--- config.mk ---
export PLATFORM = sky130hd
export DESIGN_NAME = aist_timer
export DESIGN_NICKNAME = d
export VERILOG_FILES = /design/src/hw/aist_pkg.sv /design/src/hw/aist_prescale.sv /design/src/hw/aist_timer.sv
export SDC_FILE = /design/constraint.sdc
export NUM_CORES = 1
export LEC_CHECK = 0
export ABC_CLOCK_PERIOD_IN_PS = 3700
export BUFFER_PORTS_ARGS = -buffer_cell sky130_fd_sc_hd__buf_2
export CORE_AREA = 2 2 117 119
export DETAILED_ROUTE_END_ITERATION = 8
export DIE_AREA = 0 0 119 121
export GPL_TIMING_DRIVEN = 0
export PLACE_DENSITY = 0.73
export SYNTH_ARGS = -nofsm -noshare
export SYNTH_HDL_FRONTEND = slang
export SYNTH_SLANG_ARGS = --single-unit
--- constraint.sdc ---
create_clock -name clock -period 3.7 [get_ports clock]
set_input_delay 0.37 -clock clock [delete_from_list [all_inputs] [get_ports clock]]
set_output_delay 0.37 -clock clock [all_outputs]
set_load 0.03 [all_outputs]
--- src/hw/aist_pkg.sv ---
package aist_pkg;

   // ----------------------------------------------------------------
   // Register map (byte addresses)
   // ----------------------------------------------------------------
   // Groups of four words: plain, clear, set, invert; status and config are single words
   localparam logic [7:0] ADR_CTRL = 8'h00;
   localparam logic [7:0] ADR_COUNT = 8'h10;
   localparam logic [7:0] ADR_PERIOD = 8'h20;
   localparam logic [7:0] ADR_MASK = 8'h30;
   localparam logic [7:0] ADR_STAT = 8'h40;
   localparam logic [7:0] ADR_CFG = 8'h44;

   // Companion selector in address bits 3:2
   localparam logic [1:0] OP_PLAIN = 2'h0;
   localparam logic [1:0] OP_CLR = 2'h1;
   localparam logic [1:0] OP_SET = 2'h2;
   localparam logic [1:0] OP_INV = 2'h3;

   // ----------------------------------------------------------------
   // Control field positions
   // ----------------------------------------------------------------
   localparam int CTRL_ON_BIT = 15;
   localparam int CTRL_STOP_IN_IDLE_BIT = 13;
   localparam int CTRL_WDIS_BIT = 12;
   localparam int CTRL_WIP_BIT = 11;
   localparam int CTRL_GATE_BIT = 7;
   localparam int CTRL_PS_LO = 4;
   localparam int CTRL_SYNC_BIT = 2;
   localparam int CTRL_TCS_BIT = 1;
   localparam logic [31:0] CTRL_WMASK = 32'h0000b0b6;
   localparam logic [31:0] CTRL_RST = 32'h00000000;

   // Counter, period, status, mask, config
   localparam int CNT_W = 16;
   localparam logic [15:0] COUNT_RST = 16'h0000;
   localparam logic [15:0] PERIOD_RST = 16'hffff;
   localparam int NSTAT = 2;
   localparam int STAT_TICK = 0;
   localparam int STAT_DROP = 1;
   localparam logic [NSTAT-1:0] STAT_RST = 2'h0;
   localparam int CFG_SOSC_BIT = 0;
   localparam logic [31:0] CFG_RST = 32'h00000000;

   // Prescale codes and terminal masks
   localparam logic [1:0] PS_1 = 2'h0;
   localparam logic [1:0] PS_8 = 2'h1;
   localparam logic [1:0] PS_64 = 2'h2;
   localparam logic [1:0] PS_256 = 2'h3;
   localparam logic [7:0] PS_MASK_1 = 8'h00;
   localparam logic [7:0] PS_MASK_8 = 8'h07;
   localparam logic [7:0] PS_MASK_64 = 8'h3f;
   localparam logic [7:0] PS_MASK_256 = 8'hff;

   // External edges a pending asynchronous count write must wait
   localparam int unsigned ASYNC_WR_EDGES = 2;

   // ----------------------------------------------------------------
   // Types
   // ----------------------------------------------------------------
   typedef struct packed {
      logic on;
      logic stop_in_idle;
      logic wdis;
      logic gate_en;
      logic [1:0] ps;
      logic sync;
      logic clock_source_select;
   } aist_ctrl_t;

   // Apply a plain, clear, set or invert write under a byte mask
   function automatic logic [31:0] apply_op(input logic [31:0] old, input logic [31:0] wd,
                                            input logic [31:0] bm, input logic [1:0] op);
      logic [31:0] r;
      r = old;
      unique case (op)
         OP_PLAIN: r = (old & ~bm) | (wd & bm);
         OP_CLR: r = old & ~(wd & bm);
         OP_SET: r = old | (wd & bm);
         OP_INV: r = old ^ (wd & bm);
      endcase
      return r;
   endfunction

endpackage

--- src/hw/aist_prescale.sv ---
`timescale 1ns/100ps
module aist_prescale #(
   parameter int W = 8
) (
   input wire logic clock,
   input wire logic rst,
   input wire logic clear,
   input wire logic tick_in,
   input wire logic [1:0] sel,
   output logic tick_out
);

   logic [W-1:0] cnt_r;
   logic [W-1:0] term;

   // ----------------------------------------------------------------
   // Divider
   // ----------------------------------------------------------------
   // Terminal mask per code; 1:1 passes every tick
   always_comb begin
      term = W'(aist_pkg::PS_MASK_1);
      unique case (sel)
         aist_pkg::PS_1: term = W'(aist_pkg::PS_MASK_1);
         aist_pkg::PS_8: term = W'(aist_pkg::PS_MASK_8);
         aist_pkg::PS_64: term = W'(aist_pkg::PS_MASK_64);
         aist_pkg::PS_256: term = W'(aist_pkg::PS_MASK_256);
      endcase
   end

   // Pulse output, combinational so the count step is not delayed
   assign tick_out = tick_in && ((cnt_r & term) == term);

   // Cleared while off so a restart begins a full prescale period
   always_ff @(posedge clock) begin
      if (rst || clear) begin
         cnt_r <= '0;
      end else if (tick_in) begin
         cnt_r <= tick_out ? '0 : cnt_r + W'(1);
      end
   end

endmodule

--- src/hw/aist_timer.sv ---
// The address map and the Wishbone interface to the registers were left to the implementer.
`timescale 1ns/100ps
module aist_timer (
   input wire logic clock,
   input wire logic rst,
   input wire logic wb_cyc_i,
   input wire logic wb_stb_i,
   input wire logic wb_we_i,
   input wire logic [7:0] wb_adr_i,
   input wire logic [3:0] wb_sel_i,
   input wire logic [31:0] wb_dat_i,
   output logic [31:0] wb_dat_o,
   output logic wb_ack_o,
   input wire logic ext_clk_pin,
   input wire logic sosc_clk_pin,
   input wire logic gate_pin,
   input wire logic idle_mode,
   input wire logic sleep_mode,
   output logic irq
);

   // ----------------------------------------------------------------
   // Declarations
   // ----------------------------------------------------------------
   localparam int NPIN = 3;
   localparam int P_EXT = 0;
   localparam int P_SOSC = 1;
   localparam int P_GATE = 2;

   logic [31:0] ctrl_r;
   logic [15:0] count_r;
   logic [15:0] period_r;
   logic [aist_pkg::NSTAT-1:0] stat_r;
   logic [aist_pkg::NSTAT-1:0] mask_r;
   logic [31:0] cfg_r;
   logic ack_r;
   logic [31:0] rdat_r;
   logic irq_r;
   logic pend_r;
   logic [15:0] pend_val_r;
   logic [1:0] pend_edges_r;

   logic [NPIN-1:0] pins;
   logic [NPIN-1:0] sync1_r;
   logic [NPIN-1:0] sync2_r;
   logic [NPIN-1:0] prev_r;
   logic [NPIN-1:0] rise;
   logic [NPIN-1:0] fall;

   aist_pkg::aist_ctrl_t ctl;
   logic async_mode;
   logic wip;
   logic req;
   logic wr;
   logic [31:0] bm;
   logic [1:0] op;
   logic [3:0] grp;
   logic wr_ctrl;
   logic wr_count;
   logic wr_period;
   logic wr_mask;
   logic wr_stat;
   logic wr_cfg;
   logic [31:0] count_new;
   logic ext_edge;
   logic tick_src;
   logic run;
   logic ptick;
   logic match;
   logic gate_fall_ev;
   logic drop_ev;
   logic pend_done;
   logic load_now;
   logic [15:0] load_val;
   logic [aist_pkg::NSTAT-1:0] ev;
   logic [31:0] rd_mux;

   // ----------------------------------------------------------------
   // Pin synchronisers
   // ----------------------------------------------------------------
   assign pins = {gate_pin, sosc_clk_pin, ext_clk_pin};

   // Two flops per pin, then an edge tap that reads only the second
   genvar gi;
   generate
      for (gi = 0; gi < NPIN; gi++) begin : g_pin
         always_ff @(posedge clock) begin
            if (rst) begin
               sync1_r[gi] <= 1'b0;
               sync2_r[gi] <= 1'b0;
               prev_r[gi] <= 1'b0;
            end else begin
               sync1_r[gi] <= pins[gi];
               sync2_r[gi] <= sync1_r[gi];
               prev_r[gi] <= sync2_r[gi];
            end
         end
         assign rise[gi] = sync2_r[gi] && !prev_r[gi];
         assign fall[gi] = !sync2_r[gi] && prev_r[gi];
      end
   endgenerate

   // ----------------------------------------------------------------
   // Control decode
   // ----------------------------------------------------------------
   assign ctl.on = ctrl_r[aist_pkg::CTRL_ON_BIT];
   assign ctl.stop_in_idle = ctrl_r[aist_pkg::CTRL_STOP_IN_IDLE_BIT];
   assign ctl.wdis = ctrl_r[aist_pkg::CTRL_WDIS_BIT];
   assign ctl.gate_en = ctrl_r[aist_pkg::CTRL_GATE_BIT];
   assign ctl.ps = ctrl_r[aist_pkg::CTRL_PS_LO +: 2];
   assign ctl.sync = ctrl_r[aist_pkg::CTRL_SYNC_BIT];
   assign ctl.clock_source_select = ctrl_r[aist_pkg::CTRL_TCS_BIT];

   // External clock without sync runs the count asynchronously
   assign async_mode = ctl.clock_source_select && !ctl.sync;
   assign wip = pend_r && async_mode;

   // ----------------------------------------------------------------
   // Bus decode
   // ----------------------------------------------------------------
   assign req = wb_cyc_i && wb_stb_i && !ack_r;
   assign wr = req && wb_we_i;
   assign bm = {{8{wb_sel_i[3]}}, {8{wb_sel_i[2]}}, {8{wb_sel_i[1]}}, {8{wb_sel_i[0]}}};
   assign op = wb_adr_i[3:2];
   assign grp = wb_adr_i[7:4];

   assign wr_ctrl = wr && (grp == aist_pkg::ADR_CTRL[7:4]);
   assign wr_count = wr && (grp == aist_pkg::ADR_COUNT[7:4]);
   assign wr_period = wr && (grp == aist_pkg::ADR_PERIOD[7:4]);
   assign wr_mask = wr && (grp == aist_pkg::ADR_MASK[7:4]);
   assign wr_stat = wr && (wb_adr_i == aist_pkg::ADR_STAT);
   assign wr_cfg = wr && (wb_adr_i == aist_pkg::ADR_CFG);

   // Companion op on the value software sees
   assign count_new = aist_pkg::apply_op({16'h0000, count_r}, wb_dat_i, bm, op);

   // One wait-free cycle: ack follows the taking edge
   always_ff @(posedge clock) begin
      if (rst) begin
         ack_r <= 1'b0;
      end else begin
         ack_r <= req;
      end
   end
   assign wb_ack_o = ack_r;

   // Read mux; unmapped words read zero but still ack
   always_comb begin
      rd_mux = 32'h00000000;
      if (grp == aist_pkg::ADR_CTRL[7:4]) begin
         rd_mux = ctrl_r;
         rd_mux[aist_pkg::CTRL_WIP_BIT] = wip;
      end else if (grp == aist_pkg::ADR_COUNT[7:4]) begin
         rd_mux = {16'h0000, count_r};
      end else if (grp == aist_pkg::ADR_PERIOD[7:4]) begin
         rd_mux = {16'h0000, period_r};
      end else if (grp == aist_pkg::ADR_MASK[7:4]) begin
         rd_mux = {{(32 - aist_pkg::NSTAT){1'b0}}, mask_r};
      end else if (wb_adr_i == aist_pkg::ADR_STAT) begin
         rd_mux = {{(32 - aist_pkg::NSTAT){1'b0}}, stat_r};
      end else if (wb_adr_i == aist_pkg::ADR_CFG) begin
         rd_mux = cfg_r;
      end
   end

   always_ff @(posedge clock) begin
      if (rst) begin
         rdat_r <= 32'h00000000;
      end else if (req && !wb_we_i) begin
         rdat_r <= rd_mux;
      end
   end
   assign wb_dat_o = rdat_r;

   // ----------------------------------------------------------------
   // Software registers
   // ----------------------------------------------------------------
   // Only documented control bits are writable; the rest read zero except bit 11, the pending flag
   always_ff @(posedge clock) begin
      if (rst) begin
         ctrl_r <= aist_pkg::CTRL_RST;
      end else if (wr_ctrl) begin
         ctrl_r <= aist_pkg::apply_op(ctrl_r, wb_dat_i, bm & aist_pkg::CTRL_WMASK, op);
      end
   end

   always_ff @(posedge clock) begin
      if (rst) begin
         period_r <= aist_pkg::PERIOD_RST;
      end else if (wr_period) begin
         period_r <= 16'(aist_pkg::apply_op({16'h0000, period_r}, wb_dat_i, bm, op));
      end
   end

   always_ff @(posedge clock) begin
      if (rst) begin
         mask_r <= '0;
      end else if (wr_mask) begin
         mask_r <= aist_pkg::NSTAT'(aist_pkg::apply_op(32'(mask_r), wb_dat_i, bm, op));
      end
   end

   // Oscillator select for the external clock source, synchronised or not
   always_ff @(posedge clock) begin
      if (rst) begin
         cfg_r <= aist_pkg::CFG_RST;
      end else if (wr_cfg) begin
         cfg_r <= (cfg_r & ~(bm & 32'h00000001)) | (wb_dat_i & bm & 32'h00000001);
      end
   end

   // ----------------------------------------------------------------
   // Clock source and run condition
   // ----------------------------------------------------------------
   // Secondary oscillator only matters in the external modes
   assign ext_edge = cfg_r[aist_pkg::CFG_SOSC_BIT] ? rise[P_SOSC] : rise[P_EXT];

   // Gate bit ignored whenever the external source is chosen
   always_comb begin
      if (ctl.clock_source_select) begin
         tick_src = ext_edge;
      end else if (ctl.gate_en) begin
         tick_src = sync2_r[P_GATE];
      end else begin
         tick_src = 1'b1;
      end
   end

   // Sleep stops the bus clock modes; only asynchronous counting survives
   assign run = ctl.on && !(idle_mode && ctl.stop_in_idle) && !(sleep_mode && !async_mode);

   aist_prescale #(
      .W(8)
   ) u_prescale (
      .clock(clock),
      .rst(rst),
      .clear(!ctl.on),
      .tick_in(run && tick_src),
      .sel(ctl.ps),
      .tick_out(ptick)
   );

   assign match = ptick && (count_r == period_r);
   assign gate_fall_ev = ctl.on && !ctl.clock_source_select && ctl.gate_en && fall[P_GATE];

   // ----------------------------------------------------------------
   // Asynchronous write crossing
   // ----------------------------------------------------------------
   // Write lands after a set number of external edges, as in silicon
   assign drop_ev = wr_count && async_mode && pend_r && ctl.wdis;
   assign pend_done = pend_r && (!async_mode
                      || (ext_edge && (pend_edges_r == 2'(aist_pkg::ASYNC_WR_EDGES - 1))));

   always_ff @(posedge clock) begin
      if (rst) begin
         pend_r <= 1'b0;
         pend_val_r <= aist_pkg::COUNT_RST;
         pend_edges_r <= 2'h0;
      end else if (wr_count && async_mode && !drop_ev) begin
         pend_r <= 1'b1;
         pend_val_r <= count_new[15:0];
         pend_edges_r <= 2'h0;
      end else if (pend_done) begin
         pend_r <= 1'b0;
         pend_edges_r <= 2'h0;
      end else if (pend_r && ext_edge) begin
         pend_edges_r <= pend_edges_r + 2'h1;
      end
   end

   // Synchronous writes load at once; a completing async write loads late
   always_comb begin
      load_now = 1'b0;
      load_val = count_new[15:0];
      if (wr_count && !async_mode) begin
         load_now = 1'b1;
      end else if (pend_done) begin
         load_now = 1'b1;
         load_val = pend_val_r;
      end
   end

   // ----------------------------------------------------------------
   // Counter
   // ----------------------------------------------------------------
   // Software load wins over a count step in the same cycle
   always_ff @(posedge clock) begin
      if (rst) begin
         count_r <= aist_pkg::COUNT_RST;
      end else if (load_now) begin
         count_r <= load_val;
      end else if (ptick) begin
         count_r <= match ? 16'h0000 : count_r + 16'h0001;
      end
   end

   // ----------------------------------------------------------------
   // Interrupt status and output
   // ----------------------------------------------------------------
   always_comb begin
      ev = '0;
      ev[aist_pkg::STAT_TICK] = match || gate_fall_ev;
      ev[aist_pkg::STAT_DROP] = drop_ev;
   end

   // Write one to clear; a new event in the same cycle stays set
   always_ff @(posedge clock) begin
      if (rst) begin
         stat_r <= aist_pkg::STAT_RST;
      end else if (wr_stat) begin
         stat_r <= (stat_r & ~aist_pkg::NSTAT'(wb_dat_i & bm)) | ev;
      end else begin
         stat_r <= stat_r | ev;
      end
   end

   always_ff @(posedge clock) begin
      if (rst) begin
         irq_r <= 1'b0;
      end else begin
         irq_r <= |(stat_r & mask_r);
      end
   end
   assign irq = irq_r;

endmodule

Word level (Yosys, flattened, before mapping):

Cells that the tools add are included.

* add/sub/neg operators: 3
* equal/unequal tests: 14
* multiplexer cells: 25
* bitwise operators: 35
* reductions and logical operators: 55

Operators by type and width (number)
* $mux 32: 6
* $pmux 16 s4: 2
* $pmux 32 s4: 1
* $and 32x32->32: 3
* $and 16x16->16: 5
* $mux 16: 5
* $or 16x16->16: 4
* $or 32x32->32: 2
* $logic_and 1x1->1: 33
* $and 32x16->32: 1
* $not 1->32: 1
* $not 16->16: 2
* $not 16->32: 1
* $not 32->32: 1
* $or 32x1->32: 1
* $pmux 8 s4: 1
* $xor 16x16->16: 2
* $xor 32x32->32: 1
* $add 16x1->16 const B: 1
* $eq 16x16->1: 1
* $eq 8x7->1 const B: 2
* $logic_not 1->1: 12
* $add 8x1->8 const B: 1
* $and 2x2->2: 4
* other kinds (20): 39

* flip-flop bits (word level): 170
* output and inout bits: 34

Depth between registers and ports, before layout:

* depth in word-level cells: 12
* depth in mapped cells: 10
* gate-level depth less buffers: 8

By module:

From an unflattened synthesis, not the netlist that was laid out.

* cells, all modules: 821
* area, all modules: 6498.7 um2

Modules (own cells, without submodules)
* aist_timer: instances 1, cells an instance 774, area each 6080.8 um2, sequential area each 1821.7 um2
* aist_prescale: instances 1, cells an instance 47, area each 417.9 um2, sequential area each 160.2 um2

Least setup slack after synthesis:

OpenSTA, ideal clock, no wires.

* kind: reg-to-reg
* start point: register count_r[4]
* end point: register count_r[7]
* arrival: 2.071 ns
* required time: 3.566 ns
* slack: 1.495 ns
* cell stages (with the launch flop): 9
* path buffers: 2
* cell sequence: dfxtp_1 > clkbuf_1 > xnor2_1 > nand4_1 > nor4_1 > a31oi_1 > buf_2 > nand3_1 > a31oi_1

* cells in the longest elaborated chain, start to end: 5
* elaborated cells on any way between the ends: 6

RTL lines
* start: declaration: RTL line aist_timer.sv:31 `logic [15:0] count_r;`
* start signal: assignment: RTL line aist_timer.sv:289 `count_r <= aist_pkg::COUNT_RST;`
* start signal: assignment: RTL line aist_timer.sv:291 `count_r <= load_val;`
* start signal: assignment: RTL line aist_timer.sv:293 `count_r <= match ? 16'h0000 : count_r + 16'h0001;`
* parallel branches: the longest is 2 deep, another holds $add 16x1->16
* $mux 16 (*): RTL line aist_timer.sv:293
* $mux 16 (*): RTL line aist_timer.sv:292 `end else if (ptick) begin`
* $mux 16 (*): RTL line aist_timer.sv:290 `end else if (load_now) begin`

Mark *: on every way between the ends. The select of a mux whose other input is x is not followed.
A chain may end at the register's enable or synchronous reset.

Worst setup path after layout:

* start point: register count_r[9]
* end point: register count_r[7]

* cells in the longest elaborated chain, start to end: 5

RTL lines
* $eq 16x16->1: RTL line aist_timer.sv:243 `assign match = ptick && (count_r == period_r);`
* $logic_and 1x1->1: RTL line aist_timer.sv:243
* $mux 16: RTL line aist_timer.sv:293
* $mux 16: RTL line aist_timer.sv:292
* $mux 16: RTL line aist_timer.sv:290

Every way passes these cells. The select of a mux whose other input is x is not followed.

==> results.cfg <==
[status]
status = finished clean

[grt]
grt_pass1_vias = 5687
antenna_found_initial = 0
grtUsageTotal = 0.275
grt-ovfl-total = 0
grt_max_degree = 17
grt_pass1_wl_um = 31000

[yosys]
synth_edf_count = 0
yosysSeqAreaShare = 0.308
synthesis.area_sq_mm = 0.00644
synth_ff_type = dfxtp_1
synthArstFlopShare = 0
synthCells = 813
synth.distinct_cells = 54
avgSynthCellArea_sq_um = 7.93
ys_warn_count = 0
synth-seq-cells = 99

[critical_path]
worstPathCellList = clkbuf_1 -> xnor2_1 -> nand4_1 -> nor4_1 -> a31oi_1 -> buf_2 -> nand3_1 -> a31oi_1
critPathBufInv = 2
critPathMaxStageDelay_ns = 1.07
slowest_stage = nor4_1
crit_path_end_kind = register
cp_max_fo = 10
critical_path_class = register to register
crit_top_cell = a31oi_1
worstPathArrival_ns = 3.58
required_ns = 3.92
crit_family = simple AND/OR/NAND/NOR gates
crit_path_start_kind = register

[power_and_ir_drop]
ir_drop_mv = 0.188
p_sw_frac = 0.292
comb_power_share = 0.161
powerDensity_mw_per_mm2 = 345
p_sw_mw = 0.732
p_clk_frac = 0.396
pwr-share-seq = 0.443
leakage_nw = 2.75
p_int_mw = 1.77

[floorplanning]
fp-row-count = 42
ios = 88
die_w_um = 119
initial_core_util = 0.493
core_sq_mm = 0.0131
dieHeight_um = 121
die_area_sq_mm = 0.0144

[cts]
htreeDepth = 3
cts_sinks = 99
path_clk_slew_ns = 0.07
clk_latency_ns = 0.36
cts_inserted_buffers = 9
tritoncts = yes
post_cts_buffers = 0
clock_path_buffers = 2
cts_root_buf = clkbuf_16
ctsResizeCount = 0
hold_buffers = 0

[placement]
place_ws_ns = 0.435
place.gp.congestion = 0.979
post-dp-hpwl_um = 15000
port_buffers = 48

[layout]
drive_gt1_frac = 0.105
nFillCells = 1227
multiInputGateArea_sq_mm = 0.00403
fin_util = 0.555
diodes = 0
nNetsFinal = 986
register_area_sq_mm = 0.00198
area_growth_pct = 12.7

[run]
maxCapViolCount = 0

[timing]
setup_viol = 0
fmax_mhz = 297
period_share = 0.909
relSlewSlack = 0.113
min_period_ns = 3.36
fin_worst_skew_ns = 0.0112
setup_slack_ns = 0.337
worstMarginPinSlew_ns = 1.32
final-max-slew-violation-count = 0
hold_viol = 0
final.setup.tns_ns = 0
rsz0062_at_grt = no

[route]
final_antenna_net_count = 0
dr.pass1.iters = 6
viasPerCell = 5.99
detail_route.wl_per_cell_um = 18.4
vias = 6400
drtIter0Drc = 899
routed_wl_um = 19700
route.detailed.drc = 0

[worst_hold_path]
hold_class = primary input to register
## synth_stat cells (19+ instances only)
master    instances  area (sq um)
a22oi_1          20           150
a21oi_1          48           240
nand2_1         116           435
a221oi_1         37           324
xnor2_1          19           166
nor2_1           64           240
nand3_1          25           125
dfxtp_1          99          1980
ha_1             45           563
mux2i_1          27           270
clkbuf_1         57           214
o21ai_0          43           215
inv_1            27           101
a211o_1          19           166
## cell type report
cell class / instances / share of cell area
Timing Repair Buffer: 48 / 0.0331
Clock inverter: 6 / 0.00861
Tap cell: 176 / 0.0303
Multi-Input combinational cell: 618 / 0.555
Buffer: 84 / 0.0536
Clock buffer: 10 / 0.0329
Sequential cell: 99 / 0.273
Inverter: 27 / 0.0140
## layer usage
layer | vias to the layer above | part of all wire | GRT usage
li1 | 3106 | - | -
met1 | 2917 | 0.43 | 0.362
met2 | 330 | 0.45 | 0.436
met3 | 47 | 0.079 | 0.0385
met4 | 0 | 0.040 | 0.150
met5 | - | 0 | 0
## state kept, by name, summed over array words and instances (netlist names), named ones only
| name | count |
|---|---|
| count_r | 16 |
| ctrl_r | 8 |
| irq | 1 |
| mask_r | 2 |
| pend_edges_r | 2 |
| pend_r | 1 |
| pend_val_r | 16 |
| period_r | 16 |
| prev_r | 3 |
| stat_r | 2 |
| sync1_r | 3 |
| sync2_r | 3 |
| u_prescale.cnt_r | 8 |
| wb_ack_o | 1 |
| wb_dat_o | 16 |
## kinds of logic (layout without fill, tap and decap cells)
logic type               count (synthesis)  count (layout)  synth area share
buffers and inverters                  111             175            0.0761
multiplexers                            28              28            0.0454
AND/OR/NAND/NOR                        274             274             0.201
adder cells (fa/ha/maj)                 45              45            0.0874
AO/OA/AOI/OAI                          232             232             0.251
other                                    1              16          0.000582
XOR/XNOR                                23              23            0.0313
flip-flops                              99              99             0.308
## layout by cell type (no fill, tap or decap), types with 2 or more instances in the layout
| master | count |
|---|---|
| nand2_1 | 116 |
| dfxtp_1 | 99 |
| nor2_1 | 64 |
| clkbuf_1 | 57 |
| buf_2 | 53 |
| a21oi_1 | 48 |
| ha_1 | 45 |
| o21ai_0 | 43 |
| a221oi_1 | 37 |
| inv_1 | 27 |
| mux2i_1 | 27 |
| nand3_1 | 25 |
| a22oi_1 | 20 |
| xnor2_1 | 19 |
| a211o_1 | 19 |
| a211oi_1 | 17 |
| a31oi_1 | 16 |
| buf_4 | 16 |
| conb_1 | 16 |
| a222oi_1 | 13 |
| nand4_1 | 12 |
| nor2b_1 | 11 |
| clkbuf_16 | 9 |
| o211ai_1 | 7 |
| nor4_1 | 6 |
| nor3_1 | 6 |
| nand3b_1 | 5 |
| buf_1 | 5 |
| or3_1 | 4 |
| xor2_1 | 4 |
| a21boi_0 | 4 |
| nand2b_1 | 4 |
| or3b_1 | 3 |
| and3_1 | 3 |
| clkinv_2 | 3 |
| a221o_1 | 2 |
| nand4b_1 | 2 |
| or2_2 | 2 |
| and2_1 | 2 |
| inv_6 | 2 |
## through the flow
stage               cells  instance area [sq um]  hold slack (ns)  power [mW]
global route         1068                   7260            0.224        2.58
finish               1068                   7260            0.221        2.50
detailed placement   1052                   6960            0.424        1.53
CTS                  1068                   7260            0.215        2.49
global placement     1052                   6960            0.416        1.52
floorplan             828                   6500            0.414        1.41
## path summary, 6_finish.rpt
check,slack [ns],cells after the start,to,from
max,0.34,8,count_r[7]$_SDFFE_PP0P_,count_r[9]$_SDFFE_PP0P_
min,0.22,2,sync1_r[2]$_SDFF_PP0_,gate_pin
max reg2reg,0.34,8,count_r[7]$_SDFFE_PP0P_,count_r[9]$_SDFFE_PP0P_
min reg2reg,0.43,1,sync2_r[0]$_SDFF_PP0_,sync1_r[0]$_SDFF_PP0_
## power groups by stage
stage                     Sequential, mW  Combinational [mW]  Clock [mW]
after CTS                           1.11               0.395       0.988
after floorplan                     1.13               0.275           0
final                               1.11               0.404       0.992
after global placement              1.13               0.387           0
after detailed placement            1.13               0.392           0
after global routing                1.11               0.442        1.03
No activity file was read; power rests on OpenSTA's default activity.
